**config.mk**
```make
export PLATFORM = sky130hd
export DESIGN_NAME = elaio_top
export DESIGN_NICKNAME = d
export VERILOG_FILES = /design/src/logic/elaio_pkg.sv /design/src/logic/elaio_group.sv /design/src/logic/elaio_sync.sv /design/src/logic/elaio_top.sv
export SDC_FILE = /design/constraint.sdc
export NUM_CORES = 1
export LEC_CHECK = 0
export ABC_AREA = 1
export BUFFER_PORTS_ARGS = -buffer_cell sky130_fd_sc_hd__buf_2
export CORE_MARGIN = 3
export CORE_UTILIZATION = 47
export CTS_BUF_LIST = sky130_fd_sc_hd__clkbuf_4 sky130_fd_sc_hd__clkbuf_8
export DETAILED_ROUTE_END_ITERATION = 8
export MAX_ROUTING_LAYER = met4
export PLACE_DENSITY = 0.95
export SETUP_SLACK_MARGIN = 0.02
export SYNTH_ARGS = -nofsm -noshare
export SYNTH_HDL_FRONTEND = slang
export SYNTH_SLANG_ARGS = --single-unit
```
**constraint.sdc**
```tcl
create_clock -name ref_clk_i -period 1.9 [get_ports ref_clk_i]
set_input_delay 0.38 -clock ref_clk_i [delete_from_list [all_inputs] [get_ports ref_clk_i]]
set_output_delay 0.38 -clock ref_clk_i [all_outputs]
set_load 0.1 [all_outputs]
```
**src/logic/elaio_pkg.sv**
```systemverilog
/*
  Shared constants and types for the eight-line auxiliary digital port.
  Assumes a single register port on the reference clock; no bus wrapper.
*/
package elaio_pkg;

  // ----------------------------------------------------------------------
  // register map, printed offsets used directly as addresses
  // ----------------------------------------------------------------------
  localparam int ADDR_W = 16;
  localparam int DATA_W = 32;
  localparam logic [ADDR_W-1:0] LINE_GROUP_DIRECTION_ADDR = 16'hB7FC;
  localparam logic [ADDR_W-1:0] LINE_PIN_DATA_ADDR = 16'hB806;

  // ----------------------------------------------------------------------
  // field layout
  // ----------------------------------------------------------------------
  localparam int LINES = 8;
  localparam int GROUP_W = 4;
  localparam int GROUPS = 2;
  localparam int DIR_LOWER_BIT = 0;
  localparam int DIR_UPPER_BIT = 1;
  localparam int LINE_TRIG0 = 0;
  localparam int LINE_TRIG1 = 1;
  localparam int LINE_REFCLK = 2;
  localparam int SYNC_STAGES = 2;

  // direction encodings, may be OR-ed together
  localparam logic [DATA_W-1:0] LOWER_GROUP_IN = 32'h0000_0000;
  localparam logic [DATA_W-1:0] UPPER_GROUP_IN = 32'h0000_0000;
  localparam logic [DATA_W-1:0] LOWER_GROUP_OUT = 32'h0000_0001;
  localparam logic [DATA_W-1:0] UPPER_GROUP_OUT = 32'h0000_0002;

  // ----------------------------------------------------------------------
  // reset values
  // ----------------------------------------------------------------------
  localparam logic [GROUPS-1:0] DIR_RESET = 2'h0;
  localparam logic [LINES-1:0] DATA_RESET = 8'h00;
  localparam logic [DATA_W-1:0] READ_ZERO = 32'h0000_0000;

  typedef struct packed {
    logic rd;
    logic wr;
    logic [ADDR_W-1:0] addr;
    logic [DATA_W-1:0] wdata;
  } elaio_req_t;

  typedef struct packed {
    logic valid;
    logic [DATA_W-1:0] rdata;
  } elaio_rsp_t;

endpackage

```
**src/logic/elaio_group.sv**
```systemverilog
/*
  Output latch and drive enable for one four-line group.
  Assumes the parent decodes data-register writes into wr_i.
*/
`timescale 1ns/1ps
module elaio_group (
  input wire logic ref_clk_i,                         // reference clock
  input wire logic rst_i,                             // synchronous reset
  input wire logic dir_out_i,                         // group set as output
  input wire logic wr_i,                              // data write strobe
  input wire logic [elaio_pkg::GROUP_W-1:0] wdata_i,  // written nibble
  output logic [elaio_pkg::GROUP_W-1:0] line_out_o,   // driven pattern
  output logic [elaio_pkg::GROUP_W-1:0] line_oe_o     // drive enables
);

  wire take_write = wr_i && dir_out_i;

  // input groups ignore written bits, so the latch keeps its old pattern
  always_ff @(posedge ref_clk_i) begin
    if (rst_i) begin
      line_out_o <= elaio_pkg::DATA_RESET[elaio_pkg::GROUP_W-1:0];
    end else if (take_write) begin
      line_out_o <= wdata_i;
    end
  end

  assign line_oe_o = {elaio_pkg::GROUP_W{dir_out_i}};

endmodule

```
**src/logic/elaio_sync.sv**
```systemverilog
/*
  Two-flop level synchroniser for a vector of pin inputs.
  Assumes the inputs are asynchronous to ref_clk_i.
*/
`timescale 1ns/1ps
module elaio_sync #(
  parameter int W = 8
) (
  input wire logic ref_clk_i,      // reference clock
  input wire logic rst_i,          // synchronous reset, high
  input wire logic [W-1:0] async_i, // asynchronous levels
  output logic [W-1:0] sync_o      // synchronised levels
);

  logic [W-1:0] stage1;

  // only the second stage reads stage1, to keep metastability contained
  always_ff @(posedge ref_clk_i) begin
    if (rst_i) begin
      stage1 <= '0;
      sync_o <= '0;
    end else begin
      stage1 <= async_i;
      sync_o <= stage1;
    end
  end

endmodule

```
**src/logic/elaio_top.sv**
```systemverilog
/*
  Eight-line auxiliary digital port: direction and data registers,
  pin drive, alternate trigger and reference-clock taps, and
  per-trigger capture for timestamp mode.
  Assumes pins are asynchronous and trigger_event_i is a one-cycle
  pulse on ref_clk_i from the trigger engine.
*/
`timescale 1ns/1ps

// Operation
// software sets lower group input before alternates
// upper group direction stays free meanwhile
// lines 0 and 1 feed extra triggers
// line 2 feeds timestamp reference clock
// line 3 is plain digital only
// reads show all lines, none masked
// direction: zero input, two upper output
// value one makes lower group output
// one 32-bit data register samples pins
// output lines read back driven pattern
// bit n maps to line n
// upper three written bytes discarded
// writes touch only output groups
// auto sampling captures all eight lines
// software enables timestamp before auto sampling
// reset leaves both groups as inputs
module elaio_top (
  input wire logic ref_clk_i,                          // 20 MHz clock
  input wire logic rst_i,                              // sync reset, high
  input wire elaio_pkg::elaio_req_t req_i,             // register request
  output elaio_pkg::elaio_rsp_t rsp_o,                 // read answer
  input wire logic [elaio_pkg::LINES-1:0] line_in_i,   // pin levels
  output logic [elaio_pkg::LINES-1:0] line_out_o,      // pin drive value
  output logic [elaio_pkg::LINES-1:0] line_oe_o,       // pin drive enable
  output logic extra_trigger_0_o,                      // trigger tap line 0
  output logic extra_trigger_1_o,                      // trigger tap line 1
  output logic timestamp_reference_clock_o,            // ref tap line 2
  input wire logic timestamp_mode_i,                   // timestamp on
  input wire logic auto_sample_en_i,                   // per-trigger sample
  input wire logic trigger_event_i,                    // trigger pulse
  output logic [elaio_pkg::LINES-1:0] sample_data_o,   // captured lines
  output logic sample_valid_o                          // capture pulse
);

  // ----------------------------------------------------------------------
  // register decode
  // ----------------------------------------------------------------------
  logic [elaio_pkg::GROUPS-1:0] dir;
  logic [elaio_pkg::LINES-1:0] pins;

  wire hit_dir = req_i.addr == elaio_pkg::LINE_GROUP_DIRECTION_ADDR;
  wire hit_data = req_i.addr == elaio_pkg::LINE_PIN_DATA_ADDR;
  wire wr_dir = req_i.wr && hit_dir;
  wire wr_data = req_i.wr && hit_data;
  // only bits 1:0 of the direction word mean anything
  wire [elaio_pkg::GROUPS-1:0] next_dir =
    req_i.wdata[elaio_pkg::GROUPS-1:0];

  // ----------------------------------------------------------------------
  // direction register
  // ----------------------------------------------------------------------
  always_ff @(posedge ref_clk_i) begin
    if (rst_i) begin
      dir <= elaio_pkg::DIR_RESET;
    end else if (wr_dir) begin
      dir <= next_dir;
    end
  end

  // ----------------------------------------------------------------------
  // pin sampling and group drivers
  // ----------------------------------------------------------------------
  elaio_sync #(
    .W(elaio_pkg::LINES)
  ) u_sync (
    .ref_clk_i(ref_clk_i),
    .rst_i(rst_i),
    .async_i(line_in_i),
    .sync_o(pins)
  );

  genvar g;
  generate
    for (g = 0; g < elaio_pkg::GROUPS; g++) begin : gen_group
      elaio_group u_group (
        .ref_clk_i(ref_clk_i),
        .rst_i(rst_i),
        .dir_out_i(dir[g]),
        .wr_i(wr_data),
        // bits above the low byte never reach a latch
        .wdata_i(req_i.wdata[g*elaio_pkg::GROUP_W +: elaio_pkg::GROUP_W]),
        .line_out_o(line_out_o[g*elaio_pkg::GROUP_W +: elaio_pkg::GROUP_W]),
        .line_oe_o(line_oe_o[g*elaio_pkg::GROUP_W +: elaio_pkg::GROUP_W])
      );
    end
  endgenerate

  // ----------------------------------------------------------------------
  // read path
  // ----------------------------------------------------------------------
  // the pins are read, not the latch, so outputs echo what is driven
  wire [elaio_pkg::DATA_W-1:0] data_word =
    {{(elaio_pkg::DATA_W-elaio_pkg::LINES){1'b0}}, pins};
  wire [elaio_pkg::DATA_W-1:0] dir_word =
    {{(elaio_pkg::DATA_W-elaio_pkg::GROUPS){1'b0}}, dir};
  wire [elaio_pkg::DATA_W-1:0] next_rdata =
    hit_data ? data_word : (hit_dir ? dir_word : elaio_pkg::READ_ZERO);

  always_ff @(posedge ref_clk_i) begin
    if (rst_i) begin
      rsp_o.valid <= 1'b0;
      rsp_o.rdata <= elaio_pkg::READ_ZERO;
    end else begin
      rsp_o.valid <= req_i.rd;
      if (req_i.rd) begin
        rsp_o.rdata <= next_rdata;
      end
    end
  end

  // ----------------------------------------------------------------------
  // alternate functions of the lower group
  // ----------------------------------------------------------------------
  // taps go low one cycle after the lower group starts to drive, but for two cycles
  // after it turns input the synchroniser still feeds them its own pattern; line 3 has no tap at all
  wire lower_in = !dir[elaio_pkg::DIR_LOWER_BIT];

  always_ff @(posedge ref_clk_i) begin
    if (rst_i) begin
      extra_trigger_0_o <= 1'b0;
      extra_trigger_1_o <= 1'b0;
      timestamp_reference_clock_o <= 1'b0;
    end else begin
      extra_trigger_0_o <= lower_in && pins[elaio_pkg::LINE_TRIG0];
      extra_trigger_1_o <= lower_in && pins[elaio_pkg::LINE_TRIG1];
      timestamp_reference_clock_o <=
        lower_in && pins[elaio_pkg::LINE_REFCLK];
    end
  end

  // ----------------------------------------------------------------------
  // per-trigger capture
  // ----------------------------------------------------------------------
  // needs timestamp mode too; software should enable it first
  wire capture = trigger_event_i && auto_sample_en_i &&
    timestamp_mode_i;

  always_ff @(posedge ref_clk_i) begin
    if (rst_i) begin
      sample_valid_o <= 1'b0;
      sample_data_o <= elaio_pkg::DATA_RESET;
    end else begin
      sample_valid_o <= capture;
      if (capture) begin
        sample_data_o <= pins;
      end
    end
  end

  // ----------------------------------------------------------------------
  // checks
  // ----------------------------------------------------------------------
  dir_reset_a: assert property (@(posedge ref_clk_i)
    $past(rst_i) |-> (dir == elaio_pkg::DIR_RESET && line_oe_o == 8'h00))
    else $error("direction not input after reset");

  upper_oe_a: assert property (@(posedge ref_clk_i) disable iff (rst_i)
    wr_dir ##1 1'b1 |->
      line_oe_o[7:4] == {4{$past(req_i.wdata[elaio_pkg::DIR_UPPER_BIT])}})
    else $error("upper group enable wrong after direction write");

  lower_oe_a: assert property (@(posedge ref_clk_i) disable iff (rst_i)
    wr_dir ##1 1'b1 |->
      line_oe_o[3:0] == {4{$past(req_i.wdata[elaio_pkg::DIR_LOWER_BIT])}})
    else $error("lower group enable wrong after direction write");

  in_group_keep_a: assert property (@(posedge ref_clk_i)
    disable iff (rst_i)
    (wr_data && !dir[elaio_pkg::DIR_UPPER_BIT]) |=>
      $stable(line_out_o[7:4]))
    else $error("input group latch changed on write");

  out_write_a: assert property (@(posedge ref_clk_i)
    disable iff (rst_i)
    (wr_data && dir == 2'h3) |=> line_out_o == $past(req_i.wdata[7:0]))
    else $error("output pattern differs from written low byte");

  read_pins_a: assert property (@(posedge ref_clk_i)
    disable iff (rst_i)
    (req_i.rd && hit_data) |=>
      (rsp_o.valid && rsp_o.rdata == {24'h000000, $past(pins)}))
    else $error("data read does not show sampled pins");

  trig_tap_a: assert property (@(posedge ref_clk_i)
    disable iff (rst_i)
    ($past(dir[elaio_pkg::DIR_LOWER_BIT]) == 1'b0 && !$past(rst_i)) |->
      (extra_trigger_0_o == $past(pins[0]) &&
       extra_trigger_1_o == $past(pins[1])))
    else $error("extra trigger tap does not follow its line");

  ref_tap_a: assert property (@(posedge ref_clk_i)
    disable iff (rst_i)
    $past(dir[elaio_pkg::DIR_LOWER_BIT]) |-> !timestamp_reference_clock_o)
    else $error("reference clock tap active while lower group drives");

  capture_a: assert property (@(posedge ref_clk_i)
    disable iff (rst_i)
    capture |=> (sample_valid_o && sample_data_o == $past(pins)))
    else $error("trigger capture missed or wrong");

  // ----------------------------------------------------------------------
  // further checks on registers, taps and capture
  // ----------------------------------------------------------------------
  // these watch whole-port behaviour, so a broken group latch, a swapped
  // nibble or a stuck tap shows up even where the bench looks elsewhere
  lower_keep_a: assert property (@(posedge ref_clk_i)
    disable iff (rst_i)
    (wr_data && !dir[elaio_pkg::DIR_LOWER_BIT]) |=>
      $stable(line_out_o[elaio_pkg::GROUP_W-1:0]))
    else $error("lower input group latch changed on write");

  lower_write_a: assert property (@(posedge ref_clk_i)
    disable iff (rst_i)
    (wr_data && dir[elaio_pkg::DIR_LOWER_BIT]) |=>
      line_out_o[elaio_pkg::GROUP_W-1:0] ==
        $past(req_i.wdata[elaio_pkg::GROUP_W-1:0]))
    else $error("lower output group missed its written nibble");

  upper_write_a: assert property (@(posedge ref_clk_i)
    disable iff (rst_i)
    (wr_data && dir[elaio_pkg::DIR_UPPER_BIT]) |=>
      line_out_o[elaio_pkg::LINES-1:elaio_pkg::GROUP_W] ==
        $past(req_i.wdata[elaio_pkg::LINES-1:elaio_pkg::GROUP_W]))
    else $error("upper output group missed its written nibble");

  oe_dir_a: assert property (@(posedge ref_clk_i)
    line_oe_o == {{elaio_pkg::GROUP_W{dir[elaio_pkg::DIR_UPPER_BIT]}},
      {elaio_pkg::GROUP_W{dir[elaio_pkg::DIR_LOWER_BIT]}}})
    else $error("drive enables do not follow the direction bits");

  dir_write_a: assert property (@(posedge ref_clk_i)
    disable iff (rst_i)
    wr_dir |=> dir == $past(req_i.wdata[elaio_pkg::GROUPS-1:0]))
    else $error("direction write not stored");

  dir_hold_a: assert property (@(posedge ref_clk_i)
    disable iff (rst_i)
    !wr_dir |=> $stable(dir))
    else $error("direction changed without a direction write");

  dir_read_a: assert property (@(posedge ref_clk_i)
    disable iff (rst_i)
    (req_i.rd && hit_dir) |=> (rsp_o.valid &&
      rsp_o.rdata[elaio_pkg::GROUPS-1:0] == $past(dir)))
    else $error("direction read does not return stored bits");

  unmapped_read_a: assert property (@(posedge ref_clk_i)
    disable iff (rst_i)
    (req_i.rd && !hit_dir && !hit_data) |=>
      rsp_o.rdata == elaio_pkg::READ_ZERO)
    else $error("unmapped read returned nonzero data");

  read_pulse_a: assert property (@(posedge ref_clk_i)
    disable iff (rst_i)
    !req_i.rd |=> !rsp_o.valid)
    else $error("read answer without a read request");

  high_bytes_a: assert property (@(posedge ref_clk_i)
    disable iff (rst_i)
    rsp_o.valid |->
      rsp_o.rdata[elaio_pkg::DATA_W-1:elaio_pkg::LINES] == '0)
    else $error("read answer carries bits above the eight lines");

  trig_gate_a: assert property (@(posedge ref_clk_i)
    disable iff (rst_i)
    dir[elaio_pkg::DIR_LOWER_BIT] |=>
      (!extra_trigger_0_o && !extra_trigger_1_o))
    else $error("trigger tap active while lower group drives");

  ref_follow_a: assert property (@(posedge ref_clk_i)
    disable iff (rst_i)
    !dir[elaio_pkg::DIR_LOWER_BIT] |=>
      timestamp_reference_clock_o == $past(pins[elaio_pkg::LINE_REFCLK]))
    else $error("reference clock tap does not follow its line");

  // only line 3 and the upper group may move here, so no tap may follow
  line3_free_a: assert property (@(posedge ref_clk_i)
    disable iff (rst_i)
    (!$past(rst_i) && $stable(dir) &&
      $stable(pins[elaio_pkg::LINE_REFCLK:elaio_pkg::LINE_TRIG0])) |=>
      $stable({extra_trigger_0_o, extra_trigger_1_o,
        timestamp_reference_clock_o}))
    else $error("a tap moved although only line 3 changed");

  sample_hold_a: assert property (@(posedge ref_clk_i)
    disable iff (rst_i)
    !capture |=> (!sample_valid_o && $stable(sample_data_o)))
    else $error("capture output moved without a trigger");

  reset_quiet_a: assert property (@(posedge ref_clk_i)
    $past(rst_i) |-> (!rsp_o.valid && !sample_valid_o &&
      !extra_trigger_0_o && !extra_trigger_1_o &&
      !timestamp_reference_clock_o && line_out_o == elaio_pkg::DATA_RESET))
    else $error("outputs not quiet after reset");

endmodule

```
# --- Word level (Yosys, flattened, before mapping) ---
# Cells that the tools add are included.
# Widths: inputs -> output; s select.
totals:
  register_bits: 71
  inputBits: 63
  output_inout_bits: 61
  wordCells: 26
classes:
  eq_ne: 2
  n_mux: 2
  reduce_logical: 10
ops:
  columns: ["op", "count"]
  rows:
  - ["$eq 16x16->1 const B", 2]
  - ["$logic_and 1x1->1", 9]
  - ["$mux 8", 1]
  - ["$mux 2", 1]
  - ["$logic_not 1->1", 1]

# --- Longest topological paths before layout ---
depth:
  depth_word: 3
  ltp_mapped: 9
  mapped_depth_nobuf: 9

# --- Modules after synthesis ---
# Synthesis repeated with hierarchy kept, for this count alone.
hier_totals:
  cells_unflattened: 274
  hier_area_um2: 2040.7
by_module_without_submodules:
  columns: ["module", "instances", "cells_each", "area_each_um2", "seq_area_each_um2"]
  rows:
  - ["elaio_top", 1, 164, 1176.1, 460.4]
  - ["elaio_sync", 1, 50, 474.2, 320.3]
  - ["elaio_group", 2, 30, 195.2, 80.1]

# --- Worst setup path after synthesis ---
# No wires, ideal clock.
synth_timing:
  path_kind: "register -> register"
  start: "register, netlist name rsp_o[7]"
  end: "register rsp_o[7] (netlist bit)"
  setup_time_ps: 71
  t_arrival_ps: 1245
  required_time_ps: 1829
  path_slack_ps: 584
  path_stages_with_launch: 3
  path_buffers: 0
  synth_period_minus_slack_ps: 1316
  path_cell_list: "dfxtp_1 o21ai_0 a21oi_1"
synth_rtl:
  columns: ["item", "line_no", "source"]
  rows:
  - ["end, declared", "elaio_top.sv:31", "output elaio_pkg::elaio_rsp_t rsp_o,"]

# --- Worst setup path after layout ---
layout_timing:
  start: "register dir[0] (netlist bit)"
  end: "output port line_oe_o[3] (netlist bit)"
layout_rtl:
  columns: ["item", "line_no", "source"]
  rows:
  - ["start, declared", "elaio_top.sv:48", "logic [elaio_pkg::GROUPS-1:0] dir;"]
  - ["start signal, assigned", "elaio_top.sv:64", "dir <= elaio_pkg::DIR_RESET;"]
  - ["start signal, assigned", "elaio_top.sv:66", "dir <= next_dir;"]
  - ["end, declared", "elaio_top.sv:34", "output logic [elaio_pkg::LINES-1:0] line_oe_o,"]
# No word-level cell between the ends.

==> impl_metrics.tcl <==
set metrics [dict create \
    vias 1627 \
    antenna_found_initial 0 \
    nNetsFinal 399 \
    maxCapViolCount 0 \
    clk_transition_reported_paths_ns 0.08 \
    critical_path_class "register to output pin" \
    cts_root_buf "clkbuf_8" \
    mappedNetlistArea_mm2 0.00197 \
    dpl.hpwl_um 2960 \
    timing.critical_path.fanout_max 10 \
    leakagePower_nw 1.30 \
    clock_skew_ns 0.00255 \
    design.portCount 124 \
    remaining_drc_errors 0 \
    grt_pass1_wl_um 6070 \
    fin_total_pwr_mw 2.22 \
    die_h_um 70.8 \
    grt_setup_unrepaired "false" \
    drive_above_1_share 0.268 \
    max_slew_margin 0.662 \
    top_cell_family_by_delay_on_the_critical_path "flip-flops" \
    grt_overflow_total 0 \
    critical_path.n_buffers_inverters 1 \
    cts-buffers-inserted 5 \
    status "finished clean" \
    yosys_warnings 0 \
    reg2reg_depth 4 \
    clk-insertion-delay-late_ns 0.29 \
    tritoncts "yes" \
    synth-seq-area-share 0.477 \
    worst_ir_drop_vdd_mv 0.666 \
    synth_top_flop_cell "dfxtp_1" \
    synth-seq-cells 47 \
    drt_first_pass_iters 4 \
    report.final.setup_viol 0 \
    final_worst_setup_slack_ns 0.204 \
    route.final.wire_length_um 3790 \
    final_core_util 0.608 \
    power_per_cell_area_mw_per_mm2 949 \
    synth.most_common_cell "nor2_1" \
    h-tree-depth 2 \
    netlist_instances 268 \
    worst_setup_path_start_kind "register" \
    synthToLayoutAreaGrowth_pct 18.9 \
    drv_slew 0 \
    timing_worst_slew_pin_value_ns 0.506 \
    whs_ns 0.284 \
    drt_first_iter_violations 70 \
    place_inst 377 \
    post_synth_main_area_contributors "dfxtp_1 (48%), buf_4 (12%), nor2_1 (9.7%)" \
    yosys_cell_types 15 \
    track_usage 0.161 \
    post-route-min-period_ns 1.70 \
    synth-edff-count 0 \
    dp_worst_setup_slack_ns 0.422 \
    timing.critical_path.cells "buf_2" \
    reg2reg_setup_slack_ns 0.80 \
    wire_per_inst_um 9.87 \
    largest_net_degree_at_the_start_of_global_routing 20 \
    timing.critical_path.to_type "output pin" \
    finalWeightedCongestion 0.830 \
    crit_required_ns 1.52 \
    number_of_vias_per_cell_after_detailed_routing 4.24 \
    port_buffers 75 \
    via_count_of_the_first_global_routing_pass 1480 \
    crit_path_arrival_time_ns 1.32 \
    crit_cells 1 \
    antenna_cells 0 \
    yosysTopAreaCellShare 0.477 \
    post_cts_resized 0 \
    initial_utilization 0.511 \
    synth-async-reset-ratio 0 \
    clkSinkCount 47 \
    cts_max_path_buffers 2 \
    timing.critical_path.slowest_cell_delay_ns 0.53 \
    yosysTopAreaCell "dfxtp_1" \
    critical-path-slowest-cell "dfxtp_1" \
    synthTopCellsByCount "nor2_1 (51), dfxtp_1 (47), inv_1 (43)" \
    floorplan.die.width_um 70.8 \
    worst_hold_path.num_cells 3 \
    detail-route-antenna-nets 0 \
    worstHoldPathType "input pin to register" \
    postCtsHoldBufs 0 \
    design_area_mm2 0.00234 \
    post_cts_buffers 0 \
    fin_cells 384 \
    dpl_cell_area_mm2 0.00224 \
    placeableCoreArea_mm2 0.00385 \
    std_cell_rows 22 \
    fin_setup_tns_ns 0 \
    fmax_mhz 589 \
    design.die.area_mm2 0.00501 \
    synth.avg_cell_area_um2 7.35 \
    finalHoldViolCount 0 \
    finalCritPeriodShare 0.893 \
]
==> placed cells by master (no fill, tap or decap) <==
| cell | count |
|---|---|
| nor2_2 | 3 |
| nand2_1 | 40 |
| nor2_1 | 51 |
| dfxtp_1 | 47 |
| inv_1 | 43 |
| inv_2 | 1 |
| a21oi_1 | 16 |
| clkbuf_8 | 5 |
| conb_1 | 24 |
| bufinv_16 | 1 |
| clkbuf_4 | 1 |
| buf_2 | 75 |
| o21ai_0 | 18 |
| buf_4 | 2 |
| nand4_2 | 2 |
| nand3_1 | 7 |
==> state kept, by name, summed over array words and instances, names as in the netlist <==
name	flops
rsp_o	9
gen_group.u_group.line_out_o	8
sample_data_o	8
u_sync.stage1	8
u_sync.sync_o	8
dir	2
extra_trigger_0_o	1
extra_trigger_1_o	1
sample_valid_o	1
timestamp_reference_clock_o	1
==> layer usage <==
layer,vias up,track usage,part of all wire
li1,876,-,-
met4,0,0.0501,0.014
met5,-,-,0
met3,5,0.0625,0.089
met1,688,0.161,0.41
met2,58,0.285,0.49
==> path summary, 6_finish.rpt <==
kind / start / endpoint
min: line_in_i[7] / u_sync.stage1[7]
max: dir[0] / line_oe_o[3]
max reg2reg: dir[0] / gen_group[0].u_group.line_out_o[1]
min reg2reg: u_sync.stage1[4] / u_sync.sync_o[4]
==> cell type report <==
class	instances	area [µm²]
multi-input cells	161	681
fillers	380	1510
clock buffers	6	76.3
inverters	44	165
clock inverters	1	30.0
repair buffers	77	390
flip-flops and latches	47	941
well taps	48	60.1
==> worst min-delay path, delay by kind of cell <==
| family | cells | cell delay, ns |
|---|---|---|
| buffers and inverters | 2 | 0.13 |
| AND/OR/NAND/NOR | 1 | 0.03 |
==> cells by family (layout without fill, tap and decap cells) <==
kind of cell | Yosys count | count (layout) | share of synthesized area
AO/OA/AOI/OAI | 34 | 34 | 0.0864
flip-flops | 47 | 47 | 0.477
other | 1 | 24 | 0.00190
buffers and inverters | 83 | 128 | 0.221
AND/OR/NAND/NOR | 103 | 103 | 0.213
==> power by group <==
part / internal, mW / switching (mW) / leakage [nW]
clock: 0.400 / 0.300 / 0.0547
combinational: 0.0667 / 0.423 / 0.863
sequential: 1.02 / 0.0146 / 0.385
total: 1.49 / 0.737 / 1.30
(Power assumes the default switching activity.)
